--- src/ulf_pkg.sv ---
package ulf_pkg;

    // Register offsets
    localparam logic [3:0] ULF_OFS_LINE_FMT  = 4'h0;
    localparam logic [3:0] ULF_OFS_IRQ_EN    = 4'h1;
    localparam logic [3:0] ULF_OFS_BAUD_HI   = 4'h2;
    localparam logic [3:0] ULF_OFS_BAUD_LO   = 4'h3;
    localparam logic [3:0] ULF_OFS_DATA      = 4'h4;
    localparam logic [3:0] ULF_OFS_STATUS    = 4'h5;
    localparam logic [3:0] ULF_OFS_EVT       = 4'h6;
    localparam logic [3:0] ULF_OFS_EVT_MASK  = 4'h7;
    localparam logic [3:0] ULF_OFS_AUX       = 4'h8;

    // Field positions of line_format_control
    localparam int ULF_B_LOOP   = 7;
    localparam int ULF_B_WSTOP  = 6;
    localparam int ULF_B_RECEIVER_SOURCE_SELECT   = 5;
    localparam int ULF_B_NINE   = 4;
    localparam int ULF_B_WAKE   = 3;
    localparam int ULF_B_ILT    = 2;
    localparam int ULF_B_PAR    = 1;
    localparam int ULF_B_ODD    = 0;

    // Field positions of irq_and_enable_control
    localparam int ULF_B_TIE    = 7;
    localparam int ULF_B_TX_DONE_IRQ_ENABLE   = 6;
    localparam int ULF_B_TE     = 3;
    localparam int ULF_B_RE     = 2;
    localparam int ULF_B_RWU    = 1;

    // Field positions of the aux register
    localparam int ULF_B_DIR    = 0;
    localparam int ULF_B_TX9    = 1;
    localparam int ULF_B_RX9    = 2;

    // Event bits of status and mask
    localparam int ULF_E_TXDONE = 0;
    localparam int ULF_E_RXCHAR = 1;
    localparam int ULF_E_PARITY = 2;
    localparam int ULF_E_FRAME  = 3;
    localparam int ULF_E_IDLE   = 4;
    localparam int ULF_NEVT     = 5;

    // Reset values
    localparam logic [7:0]  ULF_RST_LINE_FMT = 8'h00;
    localparam logic [7:0]  ULF_RST_IRQ_EN   = 8'h00;
    localparam logic [12:0] ULF_RST_BAUD     = 13'h0004;
    localparam logic [7:0]  ULF_RST_AUX      = 8'h00;

    // Timing: sixteen sub-ticks per bit
    localparam logic [3:0]  ULF_SUB_LAST     = 4'hF;
    localparam logic [3:0]  ULF_SUB_MID      = 4'h7;
    localparam logic [3:0]  ULF_BITS_8       = 4'hA;
    localparam logic [3:0]  ULF_BITS_9       = 4'hB;
    localparam logic [3:0]  ULF_IDLE_8       = 4'hA;
    localparam logic [3:0]  ULF_IDLE_9       = 4'hB;

    // Character format, latched at character boundaries
    typedef struct packed {
        logic loop_select;
        logic receiver_source_select;
        logic nine_bit;
        logic parity_on;
        logic parity_odd_select;
    } ulf_fmt_s;

    typedef enum logic [1:0] {
        ULF_TX_IDLE,
        ULF_TX_SHIFT
    } ulf_tx_e;

    typedef enum logic [1:0] {
        ULF_RX_IDLE,
        ULF_RX_START,
        ULF_RX_DATA,
        ULF_RX_STOP
    } ulf_rx_e;

endpackage

--- src/ulf_top.sv ---
// Behaviour
// - Loop select routes transmitter into receiver unless single-wire with direction clear
// - Loop clear: separate receive and transmit pins
// - Wait stop bit freezes logic in wait
// - Receiver source ignored unless loop select
// - Internal loopback uses neither pin
// - Single-wire: transmit pin feeds both ends
// - Eight-bit frame: start, LSB first, stop
// - Nine-bit frame adds ninth data bit
// - Wake bit picks idle or address wakeup
// - Idle count starts after start/stop bit
// - Parity enable replaces MSB with parity
// - Parity type selects even or odd
// - Transmit-empty enable requests interrupt
// - Transmit-done enable requests interrupt
// - Second control register accessible any time
// - Bit rate is clock over sixteen divisor
// - Loopback releases transmit pin
// - Direction bit steers single-wire pin
`timescale 1ns/10ps
module ulf_top
    import ulf_pkg::*;
(
    input  wire logic       clk_i,
    input  wire logic       sys_rst_i,
    input  wire logic [3:0] addr_i,
    input  wire logic [7:0] wdata_i,
    input  wire logic       wr_i,
    input  wire logic       rd_i,
    output logic      [7:0] rdata_o,
    input  wire logic       cpu_wait_i,
    input  wire logic       rxd_i,
    input  wire logic       txd_pin_i,
    output logic            txd_o,
    output logic            txd_oe_o,
    output logic            irq_o
);

    // Software registers
    logic [7:0]          fmt_reg_q;      // line_format_control
    logic [7:0]          ctl_reg_q;      // irq_and_enable_control
    logic [4:0]          baud_hi_buf_q;  // Buffered high five bits of divisor
    logic [12:0]         baud_div_q;     // Working divisor
    logic [7:0]          aux_q;          // Direction and ninth bits
    logic [7:0]          tx_buf_q;       // Transmit data buffer
    logic [8:0]          rx_buf_q;       // Received character
    logic [ULF_NEVT-1:0] evt_q;          // Sticky events
    logic [ULF_NEVT-1:0] evt_mask_q;     // Event mask
    logic                tx_buffer_empty_flag_q;         // tx_buffer_empty_flag
    logic                tc_q;           // tx_done_flag
    logic                rx_full_q;      // Receive buffer full
    logic                rwu_q;          // Receiver standby
    ulf_fmt_s            fmt_q;          // Active format

    // Datapath state
    logic [12:0] baud_cnt_q;
    ulf_tx_e     tx_st_q;
    logic [3:0]  tx_sub_q;
    logic [3:0]  tx_left_q;
    logic [10:0] tx_sh_q;
    ulf_rx_e     rx_st_q;
    logic [3:0]  rx_sub_q;
    logic [3:0]  rx_cnt_q;
    logic [8:0]  rx_sh_q;
    logic [3:0]  idle_sub_q;
    logic [3:0]  idle_cnt_q;
    logic        idle_armed_q;
    logic        rxd_s1_q, rxd_s2_q;     // Receive pin synchroniser
    logic        pin_s1_q, pin_s2_q;     // Shared pin synchroniser

    // Address decode
    wire sel_fmt  = (addr_i == ULF_OFS_LINE_FMT);
    wire sel_ctl  = (addr_i == ULF_OFS_IRQ_EN);
    wire sel_bhi  = (addr_i == ULF_OFS_BAUD_HI);
    wire sel_blo  = (addr_i == ULF_OFS_BAUD_LO);
    wire sel_data = (addr_i == ULF_OFS_DATA);
    wire sel_stat = (addr_i == ULF_OFS_STATUS);
    wire sel_evt  = (addr_i == ULF_OFS_EVT);
    wire sel_msk  = (addr_i == ULF_OFS_EVT_MASK);
    wire sel_aux  = (addr_i == ULF_OFS_AUX);
    wire wr_data  = wr_i & sel_data;
    wire rd_data  = rd_i & sel_data;

    // Control fields
    wire tx_en = ctl_reg_q[ULF_B_TE];
    wire rx_en = ctl_reg_q[ULF_B_RE];
    wire wake_addr = fmt_reg_q[ULF_B_WAKE];
    wire ilt_stop  = fmt_reg_q[ULF_B_ILT];
    wire dir_out   = aux_q[ULF_B_DIR];

    wire run = ~(cpu_wait_i & fmt_reg_q[ULF_B_WSTOP]);

    wire baud_on = run & (baud_div_q != 13'h0000) & (tx_en | rx_en);
    wire tick    = baud_on & (baud_cnt_q >= (baud_div_q - 13'h0001));

    // Transmit line, idle high
    wire tx_line = (tx_st_q == ULF_TX_SHIFT) ? tx_sh_q[0] : 1'b1;

    wire single = fmt_q.loop_select & fmt_q.receiver_source_select;
    wire rx_line = ~fmt_q.loop_select ? rxd_s2_q :
                   (single & ~dir_out) ? pin_s2_q : tx_line;

    wire oe_d = tx_en & (~fmt_q.loop_select | (single & dir_out));

    wire par7 = (^tx_buf_q[6:0]) ^ fmt_q.parity_odd_select;
    wire par8 = (^tx_buf_q) ^ fmt_q.parity_odd_select;
    wire [7:0] tx_d8 = (fmt_q.parity_on & ~fmt_q.nine_bit) ? {par7, tx_buf_q[6:0]} : tx_buf_q;
    wire tx_b9 = fmt_q.parity_on ? par8 : aux_q[ULF_B_TX9];

    wire [10:0] tx_frame = fmt_q.nine_bit ? {1'b1, tx_b9, tx_d8, 1'b0} :
                                            {2'b11, tx_d8, 1'b0};
    wire tx_load = (tx_st_q == ULF_TX_IDLE) & tx_en & ~tx_buffer_empty_flag_q & tick;
    wire tx_end  = (tx_st_q == ULF_TX_SHIFT) & tick &
                   (tx_sub_q == ULF_SUB_LAST) & (tx_left_q == 4'h1);

    // Receive word aligned to bit 0
    wire [8:0] rx_word = fmt_q.nine_bit ? rx_sh_q : {1'b0, rx_sh_q[8:1]};
    wire rx_msb   = fmt_q.nine_bit ? rx_word[8] : rx_word[7];
    wire rx_done  = (rx_st_q == ULF_RX_STOP) & tick & (rx_sub_q == ULF_SUB_LAST);
    wire par_bad  = fmt_q.parity_on & ((^rx_word) != fmt_q.parity_odd_select);
    wire addr_wake = rwu_q & wake_addr & rx_msb;
    wire rx_store = rx_done & (~rwu_q | addr_wake);

    wire [3:0] idle_need = fmt_q.nine_bit ? ULF_IDLE_9 : ULF_IDLE_8;
    wire idle_hold = ilt_stop & (rx_st_q != ULF_RX_IDLE);
    wire idle_hit  = rx_en & idle_armed_q & (idle_cnt_q == idle_need);

    // Event sources
    logic [ULF_NEVT-1:0] evt_set;
    assign evt_set[ULF_E_TXDONE] = tx_end & tx_buffer_empty_flag_q;
    assign evt_set[ULF_E_RXCHAR] = rx_store;
    assign evt_set[ULF_E_PARITY] = rx_store & par_bad;
    assign evt_set[ULF_E_FRAME]  = rx_store & ~rx_line;
    assign evt_set[ULF_E_IDLE]   = idle_hit;

    // Event clear by writing ones
    wire [ULF_NEVT-1:0] evt_clr = (wr_i & sel_evt) ? wdata_i[ULF_NEVT-1:0] : '0;

    wire irq_d = (ctl_reg_q[ULF_B_TIE] & tx_buffer_empty_flag_q) | (ctl_reg_q[ULF_B_TX_DONE_IRQ_ENABLE] & tc_q) |
                 (|(evt_q & evt_mask_q));

    // Status readout
    wire [7:0] stat_rd = {tx_buffer_empty_flag_q, tc_q, rx_full_q, rwu_q, 1'b0,
                          tx_st_q == ULF_TX_SHIFT, rx_st_q != ULF_RX_IDLE, idle_armed_q};
    wire [7:0] aux_rd  = {5'h00, rx_buf_q[8], aux_q[ULF_B_TX9], aux_q[ULF_B_DIR]};

    wire [7:0] rd_mux = sel_fmt  ? fmt_reg_q :
                        sel_ctl  ? ctl_reg_q :
                        sel_bhi  ? {3'h0, baud_div_q[12:8]} :
                        sel_blo  ? baud_div_q[7:0] :
                        sel_data ? rx_buf_q[7:0] :
                        sel_stat ? stat_rd :
                        sel_evt  ? {3'h0, evt_q} :
                        sel_msk  ? {3'h0, evt_mask_q} :
                        sel_aux  ? aux_rd : 8'h00;

    // Pin synchronisers
    always_ff @(posedge clk_i) begin
        if (sys_rst_i) begin
            rxd_s1_q <= 1'b1;
            rxd_s2_q <= 1'b1;
            pin_s1_q <= 1'b1;
            pin_s2_q <= 1'b1;
        end else begin
            rxd_s1_q <= rxd_i;
            rxd_s2_q <= rxd_s1_q;
            pin_s1_q <= txd_pin_i;
            pin_s2_q <= pin_s1_q;
        end
    end

    // Register writes and read data
    always_ff @(posedge clk_i) begin
        if (sys_rst_i) begin
            fmt_reg_q     <= ULF_RST_LINE_FMT;
            ctl_reg_q     <= ULF_RST_IRQ_EN;
            baud_hi_buf_q <= ULF_RST_BAUD[12:8];
            baud_div_q    <= ULF_RST_BAUD;
            aux_q         <= ULF_RST_AUX;
            evt_mask_q    <= '0;
            rdata_o       <= 8'h00;
        end else begin
            rdata_o <= rd_i ? rd_mux : 8'h00;
            if (wr_i & sel_fmt) begin
                fmt_reg_q <= wdata_i;
            end
            if (wr_i & sel_ctl) begin
                ctl_reg_q <= wdata_i;
            end else if ((rx_done & addr_wake) | (idle_hit & ~wake_addr & rwu_q)) begin
                ctl_reg_q[ULF_B_RWU] <= 1'b0;
            end
            if (wr_i & sel_bhi) begin
                baud_hi_buf_q <= wdata_i[4:0];
            end
            // divisor takes effect on low write
            if (wr_i & sel_blo) begin
                baud_div_q <= {baud_hi_buf_q, wdata_i};
            end
            if (wr_i & sel_aux) begin
                aux_q <= {6'h00, wdata_i[ULF_B_TX9], wdata_i[ULF_B_DIR]};
            end
            if (wr_i & sel_msk) begin
                evt_mask_q <= wdata_i[ULF_NEVT-1:0];
            end
        end
    end

    assign rwu_q = ctl_reg_q[ULF_B_RWU];

    // Sticky events, set beats clear
    always_ff @(posedge clk_i) begin
        if (sys_rst_i) begin
            evt_q <= '0;
        end else begin
            evt_q <= (evt_q & ~evt_clr) | evt_set;
        end
    end

    // Baud sub-tick generator
    always_ff @(posedge clk_i) begin
        if (sys_rst_i) begin
            baud_cnt_q <= 13'h0000;
        end else if (!baud_on || tick) begin
            baud_cnt_q <= 13'h0000;
        end else begin
            baud_cnt_q <= baud_cnt_q + 13'h0001;
        end
    end

    always_ff @(posedge clk_i) begin
        if (sys_rst_i) begin
            fmt_q <= '0;
        end else if (tx_st_q == ULF_TX_IDLE && rx_st_q == ULF_RX_IDLE) begin
            fmt_q <= '{loop_select: fmt_reg_q[ULF_B_LOOP],
                       receiver_source_select: fmt_reg_q[ULF_B_RECEIVER_SOURCE_SELECT],
                       nine_bit: fmt_reg_q[ULF_B_NINE],
                       parity_on: fmt_reg_q[ULF_B_PAR],
                       parity_odd_select: fmt_reg_q[ULF_B_ODD]};
        end
    end

    // Transmit buffer and flags
    always_ff @(posedge clk_i) begin
        if (sys_rst_i) begin
            tx_buf_q <= 8'h00;
            tx_buffer_empty_flag_q   <= 1'b1;
            tc_q     <= 1'b1;
        end else begin
            if (wr_data) begin
                tx_buf_q <= wdata_i;
                tx_buffer_empty_flag_q   <= 1'b0;
                tc_q     <= 1'b0;
            end else begin
                // Buffer moves to shifter
                if (tx_load) begin
                    tx_buffer_empty_flag_q <= 1'b1;
                end
                // Done only when nothing is queued
                if (tx_end & tx_buffer_empty_flag_q) begin
                    tc_q <= 1'b1;
                end
            end
        end
    end

    // Transmit shifter
    always_ff @(posedge clk_i) begin
        if (sys_rst_i) begin
            tx_st_q   <= ULF_TX_IDLE;
            tx_sub_q  <= 4'h0;
            tx_left_q <= 4'h0;
            tx_sh_q   <= '1;
        end else if (tick) begin
            case (tx_st_q)
                ULF_TX_IDLE: begin
                    if (tx_load) begin
                        tx_st_q   <= ULF_TX_SHIFT;
                        tx_sh_q   <= tx_frame;
                        tx_sub_q  <= 4'h0;
                        tx_left_q <= fmt_q.nine_bit ? ULF_BITS_9 : ULF_BITS_8;
                    end
                end
                ULF_TX_SHIFT: begin
                    tx_sub_q <= tx_sub_q + 4'h1;
                    // Bit boundary: shift LSB first
                    if (tx_sub_q == ULF_SUB_LAST) begin
                        tx_sh_q   <= {1'b1, tx_sh_q[10:1]};
                        tx_left_q <= tx_left_q - 4'h1;
                        if (tx_left_q == 4'h1) begin
                            tx_st_q <= ULF_TX_IDLE;
                        end
                    end
                end
                default: begin
                    tx_st_q <= ULF_TX_IDLE;
                end
            endcase
        end
    end

    // Receive shifter, samples mid bit
    always_ff @(posedge clk_i) begin
        if (sys_rst_i) begin
            rx_st_q  <= ULF_RX_IDLE;
            rx_sub_q <= 4'h0;
            rx_cnt_q <= 4'h0;
            rx_sh_q  <= 9'h000;
        end else if (tick) begin
            rx_sub_q <= rx_sub_q + 4'h1;
            case (rx_st_q)
                ULF_RX_IDLE: begin
                    rx_sub_q <= 4'h0;
                    if (rx_en && !rx_line) begin
                        rx_st_q <= ULF_RX_START;
                    end
                end
                ULF_RX_START: begin
                    // False start filtered at mid bit
                    if (rx_sub_q == ULF_SUB_MID) begin
                        rx_sub_q <= 4'h0;
                        rx_cnt_q <= 4'h0;
                        rx_st_q  <= rx_line ? ULF_RX_IDLE : ULF_RX_DATA;
                    end
                end
                ULF_RX_DATA: begin
                    if (rx_sub_q == ULF_SUB_LAST) begin
                        rx_sh_q  <= {rx_line, rx_sh_q[8:1]};
                        rx_cnt_q <= rx_cnt_q + 4'h1;
                        if (rx_cnt_q == (fmt_q.nine_bit ? 4'h8 : 4'h7)) begin
                            rx_st_q <= ULF_RX_STOP;
                        end
                    end
                end
                ULF_RX_STOP: begin
                    if (rx_sub_q == ULF_SUB_LAST) begin
                        rx_st_q <= ULF_RX_IDLE;
                    end
                end
                default: begin
                    rx_st_q <= ULF_RX_IDLE;
                end
            endcase
        end
    end

    // Receive buffer
    always_ff @(posedge clk_i) begin
        if (sys_rst_i) begin
            rx_buf_q  <= 9'h000;
            rx_full_q <= 1'b0;
        end else begin
            // New character beats read clear
            if (rx_store) begin
                rx_buf_q  <= rx_word;
                rx_full_q <= 1'b1;
            end else if (rd_data) begin
                rx_full_q <= 1'b0;
            end
        end
    end

    always_ff @(posedge clk_i) begin
        if (sys_rst_i) begin
            idle_sub_q   <= 4'h0;
            idle_cnt_q   <= 4'h0;
            idle_armed_q <= 1'b0;
        end else if (tick) begin
            idle_sub_q <= idle_sub_q + 4'h1;
            if (!rx_line || idle_hold) begin
                idle_sub_q <= 4'h0;
                idle_cnt_q <= 4'h0;
            end else if (idle_sub_q == ULF_SUB_LAST && idle_cnt_q != idle_need) begin
                idle_cnt_q <= idle_cnt_q + 4'h1;
            end
            // One idle report per gap after traffic
            if (rx_done) begin
                idle_armed_q <= 1'b1;
            end else if (idle_hit) begin
                idle_armed_q <= 1'b0;
            end
        end
    end

    // Registered outputs
    always_ff @(posedge clk_i) begin
        if (sys_rst_i) begin
            txd_o    <= 1'b1;
            txd_oe_o <= 1'b0;
            irq_o    <= 1'b0;
        end else begin
            txd_o    <= tx_line;
            txd_oe_o <= oe_d;
            irq_o    <= irq_d;
        end
    end

endmodule

--- config.mk ---
export PLATFORM = sky130hd
export DESIGN_NAME = ulf_top
export DESIGN_NICKNAME = d
export VERILOG_FILES = /design/src/ulf_pkg.sv /design/src/ulf_top.sv
export SDC_FILE = /design/constraint.sdc
export NUM_CORES = 1
export LEC_CHECK = 0
export BUFFER_PORTS_ARGS = -buffer_cell sky130_fd_sc_hd__buf_2
export CORE_ASPECT_RATIO = 1.1
export CORE_MARGIN = 10
export CORE_UTILIZATION = 57
export DETAILED_ROUTE_END_ITERATION = 7
export HOLD_SLACK_MARGIN = 0.05
export PLACE_DENSITY = 0.79
export RECOVER_POWER = 50
export SYNTH_ARGS = -nofsm -noshare
export SYNTH_HDL_FRONTEND = slang
export SYNTH_SLANG_ARGS = --single-unit
--- constraint.sdc ---
create_clock -name clk_i -period 7.46 [get_ports clk_i]
set_input_delay 0.746 -clock clk_i [delete_from_list [all_inputs] [get_ports clk_i]]
set_output_delay 0.746 -clock clk_i [all_outputs]
set_load 0.02 [all_outputs]
# After elaboration in Yosys (flattened, before gate mapping)
# Cells that the tools add are included.
# W data, S select, Z words.
[classes]
add_sub_neg = 8
n_mux = 57
n_lt_le_gt_ge = 1
n_reduce_logical = 34
eq_ne = 29
bitwise_logic = 62
[ops]
columns = ["op", "count"]
rows = [
  ["$mux W8", 7],
  ["$and A1 B1 Y1", 41],
  ["$mux W4", 10],
  ["$pmux W4 S2", 4],
  ["$mux W11", 2],
  ["$pmux W11 S2", 1],
  ["$add A4 B1 Y4 const B", 5],
  ["$eq A4 B3 Y1 const B", 5],
  ["$mux W2", 9],
  ["$reduce_bool A2 Y1", 9],
  ["$eq A4 B4 Y1 const B", 4],
  ["$mux W1", 16],
  ["$mux W5", 3],
  ["$add A13 B1 Y13 const B", 1],
  ["$ge A13 B13 Y1", 1],
  ["$reduce_bool A13 Y1", 1],
  ["$sub A13 B1 Y13 const B", 1],
  ["$reduce_and A4 Y1", 3],
  ["$and A5 B5 Y5", 2],
  ["$mux W10", 1],
  ["$mux W9", 1],
  ["$not A1 Y1", 9],
  ["$reduce_xor A9 Y1", 1],
  ["$eq A4 B1 Y1 const B", 2],
  ["other kinds (28)", 52],
]
[word_totals]
wordCells = 229
reg_bits = 148

# Longest topological paths before layout
# Gate-level depths: netlist of run 1.
[depth]
depth_word = 11
ltp_mapped = 14

# Worst setup path before layout of run 1
# Ideal clock, no wire load.
[synth_timing]
path_type = "register -> register"
start = "register baud_div_q[4]"
end = "register rx_sub_q[3]"
n_path_buf = 2
setup_time_ps = 70
path_slack_ps = 4418
path_stages_with_launch = 13
arrival_ps = 2972
required_ps = 7390
path_cell_list = "dfxtp_1 > buf_2 > nor4_1 > and3_1 > nand2_1 > xor2_1 > ha_1 > nand4_1 > a311o_1 > a31o_1 > buf_2 > or4_1 > a21oi_1"
[synth_between]
elab_chain_len = 4
elab_cells_between_ends = 6
cone_classes = "add/sub (1); order compare (1); bitwise (3); reduce/logical (1)"
[synth_lines]
columns = ["item", "line_no", "rtl"]
rows = [
  ["start, declared", "ulf_top.sv:43", "logic [12:0] baud_div_q;"],
  ["start signal, assigned", "ulf_top.sv:197", "baud_div_q <= {baud_hi_buf_q, wdata_i};"],
  ["parallel branches: the longest is 3 deep, another holds $sub A13 B1 Y13", "-", ""],
  ["$and A1 B1 Y1 *", "ulf_top.sv:94", "wire tick = baud_on & (baud_cnt_q >= (baud_div_q - 13'h0001));"],
  ["end signal, assigned", "ulf_top.sv:309", "rx_sub_q <= rx_sub_q + 4'h1;"],
  ["end, declared", "ulf_top.sv:62", "logic [3:0] rx_sub_q;"],
]
# Every way passes the cells marked *.
# A chain may end at the register's enable or synchronous reset.

# Worst setup path after layout of run 1
[layout_timing]
start = "input sys_rst_i"
end = "register rdata_o[7]"
[layout_between]
elab_chain_len = 1
[layout_lines]
columns = ["item", "line_no", "rtl"]
rows = [
  ["start, declared", "ulf_top.sv:25", "input wire logic sys_rst_i,"],
  ["$reduce_or A2 Y1 (no source line)", "-", ""],
  ["end signal, assigned", "ulf_top.sv:183", "rdata_o <= rd_i ? rd_mux : 8'h00;"],
  ["end, declared", "ulf_top.sv:30", "output logic [7:0] rdata_o,"],
]
# Every way passes these cells.

==> reports/qor.csv, run 1 <==
metric,value,unit
finalSetupTns,0,ns
violations,"max-capacitance violations, max-slew violations",
start_util,58.62,%
place_inst,985,
htree_levels,4,
synthTopCellsByArea,"dfxtp_1 41%, mux2i_1 6.8%, a21oi_1 6.6%, nand2_1 5.9%, ha_1 4.0%",
finClkSkew,0.008532,ns
vias,6377,
grt_first_pass_wirelength,30300,um
crit_end,rdata_o[7],
core,12140,um2
finalWirelength,18890,um
io_pins,30,
met3_usage,5.075,%
fin_crit,5.076,ns
diodes,0,
ys_async_sr_fraction,0,%
start_kind,input port,
ys_types,60,
yosys.cell_count.top_type,dfxtp_1,
clock_sinks,146,
timing.rr.end,tx_sh_q[0],
cp_cell_sequence,"clkbuf_1, clkbuf_1, nor2b_1, o311a_1",
cts.path.max_buffers,2,
gp_congestion,0.9592,
syn2layout_area_growth,11.18,%
nFillCells,997,
startpoint,sys_rst_i,
post_cts_resized,0,
cpPeakStageDelay,2.46,ns
cts_root_buf,clkbuf_16,
rr_startpoint,baud_div_q[4],
drc,0,
dp_slack,3.925,ns
slew_violations,152,
seq_area_frac_synth,41.08,%
rrSetupSlack,3.88,ns
synth_area_leader_cell,dfxtp_1,
ys_seq_elements,146,
whs,0.4108,ns
cts_tree,built,
grt_max_degree,77,
antenna_found_initial,0,
finalNonFillerCells,1017,
avgSynthCellArea,8.381,um2
wl_per_cell,18.58,um
dr.pass1.iters,5,
yosysWarnings,0,
crit_top_cell,clkbuf_1,
ir_drop,0.1678,mV
path_max_fanout,76,
critPathKind,input port to flip-flop,
fmax,0.1970,GHz
use_met1,26.06,%
hp-class,flip-flop to flip-flop,
slowest_stage,clkbuf_1,
worstHoldStart,pin_s1_q,
grtUsageMet2,35.19,%
powerDensity,229.1,nW/um2
die_h,137.2,um
synth_commonest_cells,"146 x dfxtp_1, 112 x nand2_1, 94 x a21oi_1",
drive_above_1_share,7.416,%
r2r_cells,11,
arrival,5.39,ns
rsz0062_at_grt,no,
netlist.area_leader.share,41.08,%
critPathCaptureType,flip-flop,
nets,892,
grt_pass1_vias,5934,
ys.flop_type,dfxtp_1,
outcome,finished with violations,
post_cts_buffers,0,
syn_nets,891,
maxCapViolCount,3,
worst_slew_pin_slew,3.347,ns
syn_inst,849,
syn-cell-area,7116,um2
numPortBuffers,29,
p_leak,2.868,nW
grt_remaining_overflow,0,
finalHoldViolations,0,
dieArea,17360,um2
clk-insertion-delay-late,0.43,ns
num_rows,42,
viasPerCell,6.270,
busiest_layer,met2,
detailedPlacementHpwl,12750,um
synth-edff-count,0,
gr-usage-all-layers,21.37,%
clk_pin_slew,0.06,ns
drtAntennaViolNets,0,
period_share,68.04,%
slew_headroom,-123.1,%
numCtsBuffers,17,
setup_viol,0,
cts_hold_buf,0,
fin_ws,2.384,ns
fp.dieW,126.5,um
required,7.77,ns
drtIter0Drc,636,
==> logic make-up (layout without fill, tap and decap cells) <==
group	Yosys count	after routing	synth area share, %
AO/OA/AOI/OAI	214	214	18.25
XOR/XNOR	39	39	4.800
adder cells (fa/ha/maj)	23	23	4.044
buffers and inverters	64	78	3.534
flip-flops	146	146	41.08
multiplexers	53	53	7.860
AND/OR/NAND/NOR	310	310	20.43
==> cell type report <==
class,count,area (um2),share of cell area (%)
Clock buffer,18,429.2,5.425
Clock inverter,14,225.2,2.847
Inverter,14,52.55,0.6642
Multi-Input combinational cell,639,3941,49.82
Sequential cell,146,2923,36.94
Tap cell,154,192.7,2.436
Timing Repair Buffer,32,147.6,1.866
==> per-stage QoR <==
stage | area [um2] | utilization (%) | total power [mW]
final | 7911 | 65.17 | 1.813
after global routing | 7911 | 65.17 | 1.857
after CTS | 7934 | 65.36 | 1.817
after detailed placement | 7279 | 59.97 | 0.8801
after global placement | 7279 | 59.97 | 0.8787
after floorplan | 7116 | - | 0.8552
==> power breakdown <==
group	switching (mW)	total, mW	internal (mW)
Sequential	0.00488	0.790	0.785
Combinational	0.0543	0.0755	0.0212
Clock	0.348	0.947	0.599
Total	0.407	1.81	1.41
==> placed cells by master, fill, tap and decap left out, drive strengths merged, types with 4 or more instances in the layout <==
| master | instances |
|---|---|
| nor3 | 14 |
| bufinv | 5 |
| nand3b | 4 |
| and2 | 4 |
| o21ai | 47 |
| nand2b | 9 |
| mux2i | 48 |
| clkinv | 4 |
| a21oi | 94 |
| nand4b | 5 |
| nor2b | 12 |
| or2 | 7 |
| nand3 | 30 |
| nand4 | 12 |
| xnor2 | 23 |
| o211ai | 10 |
| nor2 | 73 |
| o311a | 4 |
| a31oi | 9 |
| and3 | 9 |
| nand2 | 112 |
| or3 | 4 |
| ha | 23 |
| xor2 | 16 |
| dfxtp | 146 |
| nor4 | 6 |
| buf | 18 |
| clkbuf | 32 |
| nor3b | 5 |
| a211oi | 12 |
| inv | 17 |
==> metal layers <==
layer	wire, um	vias up
met4	533	0
li1	-	3039
met5	0	-
met3	1179	35
met2	9059	257
met1	8118	3046
==> worst max-delay path: cells and delay by family <==
kind / cells / cell delay [ns]
AO/OA/AOI/OAI: 1 / 0.32
buffers and inverters: 2 / 3.81
AND/OR/NAND/NOR: 1 / 0.48
==> registers in the layout, indices dropped and copies added (netlist names), 8 cells and up, named ones only <==
signal and cells:
baud_cnt_q 13, baud_div_q 13, ctl_reg_q 8, fmt_reg_q 8, rdata_o 8, rx_buf_q 9
rx_sh_q 9, tx_buf_q 8, tx_sh_q 10
==> worst min-delay path by stage <==
stage / endpoint / slack [ns] / depth (start not counted)
global route: pin_s2_q / 0.42 / 1
CTS: pin_s2_q / 0.41 / 1
detailed placement: pin_s2_q / 0.40 / 1
floorplan: pin_s2_q / 0.39 / 1
finish: pin_s2_q / 0.41 / 1
global placement: pin_s2_q / 0.39 / 1
Power figures use the tool's default switching activity.
==> run 2, diff against run 1 <==
ABC_AREA = 1   (was not set)
clock period = 5 ns   (was 7.46 ns; I/O delays follow)
==> run 2 against run 1 <==
Against the previous run: the flow still finishes with violations (max-capacitance violations, max-slew violations); via count is 4.7% higher; critical path depth increased by 16; synthesized cell count is 22% higher; sequential power is 49% higher; clock skew decreased by 0.0036 ns; hold slack got worse by 0.16 ns; largest cell class unchanged; sequential share of layout area is 0.32 points lower.
==> reports/qor.csv, run 2 <==
metric,value,unit,change
vias,6674,,was 6377
required,5.20,ns,was 7.77 ns
nets,1094,,was 892
ir_drop,0.3648,mV,was 0.1678 mV
finalSetupTns,0,ns,unchanged
clk_pin_slew,0.06,ns,about the same
power_frac_comb,4.6,%,was 4.2%
synth-compound-area-share,16.83,%,was 18.25%
seq_area_frac_synth,40.32,%,was 41.08%
gr-usage-all-layers,20.73,%,was 21.37%
wl_per_cell,14.76,um,was 18.58 um
core,12540,um2,was 12140 um2
cts_tree,built,,unchanged
slowest_stage,nor2_2,,was clkbuf_1
crit_buf_inv,3,,was 2
start_kind,flip-flop,,was input port
cts_hold_buf,0,,unchanged
slew_headroom,-55.83,%,was -123.1%
syn-cell-area,7248,um2,was 7116 um2
drtIter0Drc,569,,was 636
clk-insertion-delay-late,0.43,ns,about the same
pwr-share-seq,46.7,%,was 43.6%
ys.flop_type,dfxtp_1,,unchanged
yosysWarnings,0,,unchanged
detailedPlacementHpwl,13020,um,was 12750 um
arrival,3.72,ns,was 5.39 ns
synthMuxAreaShare,0,%,was 7.860%
antenna_found_initial,0,,unchanged
r2r_cells,20,,was 11
maxCapViolCount,2,,was 3
setup_viol,0,,unchanged
critPathKind,flip-flop to flip-flop,,was input port to flip-flop
avgSynthCellArea,7.003,um2,was 8.381 um2
rsz0062_at_grt,no,,unchanged
finalHoldViolations,0,,unchanged
fin_crit,3.518,ns,
multiInputGateArea,3659,um2,was 3941 um2
cts_root_buf,clkbuf_16,,unchanged
yosys.area_share.simple,26.89,%,was 20.43%
drive_above_1_share,7.418,%,was 7.416%
clkPwrFrac,48.7,%,was 52.2%
critPathCaptureType,flip-flop,,unchanged
ys_seq_elements,146,,unchanged
rr_startpoint,baud_div_q[0],,was baud_div_q[4]
timing.rr.end,rx_buf_q[1],,was tx_sh_q[0]
finClkSkew,0.004918,ns,was 0.008532 ns
p_leak,3.216,nW,was 2.868 nW
gp_congestion,0.9448,,was 0.9592
grt_first_pass_wirelength,30230,um,was 30300 um
numCtsBuffers,17,,unchanged
ys_async_sr_fraction,0,%,unchanged
die_h,138.3,um,was 137.2 um
num_rows,43,,was 42
netlist.area_leader.share,40.32,%,was 41.08%
synth-edff-count,0,,unchanged
htree_levels,4,,unchanged
layout_commonest_cell,nand2_1,,was dfxtp_1
hp-class,input port to flip-flop,,was flip-flop to flip-flop
slew_violations,109,,was 152
post_cts_buffers,0,,unchanged
viasPerCell,5.462,,was 6.270
fp.dieW,127.5,um,was 126.5 um
grt_pass1_vias,6227,,was 5934
drc,0,,unchanged
path_max_fanout,12,,was 76
drtAntennaViolNets,0,,unchanged
outcome,finished with violations,,unchanged
cp_top_family,simple AND/OR/NAND/NOR gates,,was buffers and inverters
io_pins,30,,unchanged
mostFrequentLayoutCells,"250 x nand2_1, 146 x dfxtp_1, 121 x inv_1",,"was 146 x dfxtp_1, 112 x nand2_1, 94 x a21oi_1"
worst_slew_pin_slew,2.337,ns,was 3.347 ns
powerDensity,317.1,nW/um2,was 229.1 nW/um2
dieArea,17630,um2,was 17360 um2
grt_max_degree,57,,was 77
numPortBuffers,29,,unchanged
nFillCells,1181,,was 997
violations,"max-capacitance violations, max-slew violations",,unchanged
syn2layout_area_growth,10.12,%,was 11.18%
synth_commonest_cells,"250 x nand2_1, 146 x dfxtp_1, 122 x inv_1",,"was 146 x dfxtp_1, 112 x nand2_1, 94 x a21oi_1"
swShare,23.57,%,was 22.44%
synthTopCellsByArea,"dfxtp_1 40%, nand2_1 13%, a21oi_1 7.7%, inv_1 6.3%, o21ai_0 5.8%",,"was dfxtp_1 41%, mux2i_1 6.8%, a21oi_1 6.6%, nand2_1 5.9%, ha_1 4.0%"
cp_cell_sequence,"inv_1, ha_1, nand2_1, nor3_1, nand2_1, inv_1, nand2_1, xor2_1, ha_1, nand2_1, nor2_1, nand2_1, nor2_1, nor2_1, nand3_2, nand4_2, nor2_2, inv_1, nand2_1, a21oi_1",,"was clkbuf_1, clkbuf_1, nor2b_1, o311a_1"
clock_sinks,146,,unchanged
dr.pass1.iters,5,,unchanged
fmax,0.2843,GHz,
finalWirelength,18030,um,was 18890 um
diodes,0,,unchanged
grt_remaining_overflow,0,,unchanged
synth_area_leader_cell,dfxtp_1,,unchanged
crit_top_cell,nand2_1,,was clkbuf_1
cts.path.max_buffers,2,,unchanged
min_to,rxd_s1_q,,was pin_s2_q
regArea,2923,um2,unchanged
ys_types,42,,was 60
intPower,1.935,mW,was 1.406 mW
cpPeakStageDelay,0.35,ns,was 2.46 ns
p_total,2.531,mW,was 1.813 mW
top_regs,"baud_cnt_q (13), baud_div_q (13), tx_sh_q (10)",,unchanged
synth_fa_ha_area_share,3.970,%,was 4.044%
synth_top_family_by_area,simple AND/OR/NAND/NOR gates,,unchanged
synth-xor-area-share,2.779,%,was 4.800%
post_cts_resized,0,,unchanged
rrSetupSlack,1.48,ns,was 3.88 ns
hold_depth,2,,was 1
yosys.cell_count.top_type,nand2_1,,was dfxtp_1
worstHoldStart,rxd_i,,was pin_s1_q
p_switching,0.5966,mW,was 0.4068 mW
start_util,57.82,%,was 58.62%
period_share,70.35,%,
syn_nets,1077,,was 891
syn_inst,1035,,was 849
[run 2: cell types whose count changed in the layout (fill, tap and decap cells not counted), moves of 9 or more]
| cell | previous run | this run |
|---|---|---|
| o21ai_0 | 47 | 84 |
| o211ai_1 | 10 | 0 |
| and3_1 | 9 | 0 |
| a211oi_1 | 12 | 0 |
| mux2i_1 | 48 | 0 |
| nor2_1 | 73 | 85 |
| a21oi_1 | 94 | 112 |
| xnor2_1 | 23 | 8 |
| nand2b_1 | 9 | 0 |
| nand2_1 | 112 | 250 |
| nor2b_1 | 12 | 0 |
| nand3_1 | 30 | 65 |
| inv_1 | 12 | 121 |
[run 2: how the worst max path moves through the flow]
stage	slack, ns	to	start	depth (start not counted)
after floorplan	2.18	tx_sh_q[1]	baud_div_q[0]	21
after global placement	1.68	rx_buf_q[5]	baud_div_q[0]	20
after detailed placement	1.57	rx_buf_q[1]	baud_div_q[0]	20
after CTS	1.56	rx_buf_q[5]	baud_div_q[0]	20
after global routing	0.93	rx_buf_q[4]	baud_div_q[0]	20
final	1.48	rx_buf_q[1]	baud_div_q[0]	20
[run 2: layout make-up]
| cell class | instances | share of cell area, % |
|---|---|---|
| tap | 157 | 2.461 |
| timing repair buffer | 31 | 1.724 |
| clock buffer | 22 | 5.941 |
| clock inverter | 10 | 1.254 |
| inverter | 129 | 6.161 |
| sequential | 146 | 36.62 |
| multi-input combinational | 727 | 45.84 |
[run 2: kinds of logic after synthesis]
| family | after synthesis |
|---|---|
| AO/OA/AOI/OAI | 226 |
| adder cells (fa/ha/maj) | 23 |
| buffers and inverters | 162 |
| flip-flops | 146 |
| AND/OR/NAND/NOR | 455 |
| XOR/XNOR | 23 |
[run 2: power by group through the flow]
stage	registers [mW]	clock network [mW]	logic, mW
global route	1.18	1.30	0.130
finish	1.18	1.23	0.116
detailed placement	1.21	0	0.114
CTS	1.18	1.25	0.115
floorplan	1.21	0	0.0762
global placement	1.21	0	0.113
[run 2: worst register-to-register path: stages, from the launching register on]
cell	delay [ns]
dfxtp_1	0.29
inv_1	0.18
ha_1	0.22
nand2_1	0.09
nor3_1	0.23
nand2_1	0.15
inv_1	0.10
nand2_1	0.06
xor2_1	0.15
ha_1	0.32
nand2_1	0.06
nor2_1	0.13
nand2_1	0.08
nor2_1	0.09
nor2_1	0.05
nand3_2	0.15
nand4_2	0.15
nor2_2	0.35
inv_1	0.27
nand2_1	0.12
a21oi_1	0.06
[run 2: metal layers]
layer | track usage, % | share of wire, % | vias up
met5 | 0 | 0 | -
met4 | 10.44 | 3.0 | 0
met3 | 4.168 | 4.8 | 41
met2 | 34.88 | 49 | 169
met1 | 24.26 | 43 | 3043
li1 | - | - | 3421
[run 2: stage by stage]
step | area (um2) | hold WS [ns] | cells | setup WS [ns] | utilization, %
CTS | 8004 | 0.2383 | 1222 | 1.562 | 63.85
detailed placement | 7430 | 0.4018 | 1190 | 1.570 | 59.27
floorplan | 7248 | 0.3895 | 1035 | 2.184 | -
finish | 7981 | 0.2495 | 1222 | 1.482 | 63.67
global route | 7981 | 0.2551 | 1222 | 0.9258 | 63.67
global placement | 7430 | 0.3978 | 1190 | 1.683 | 59.27
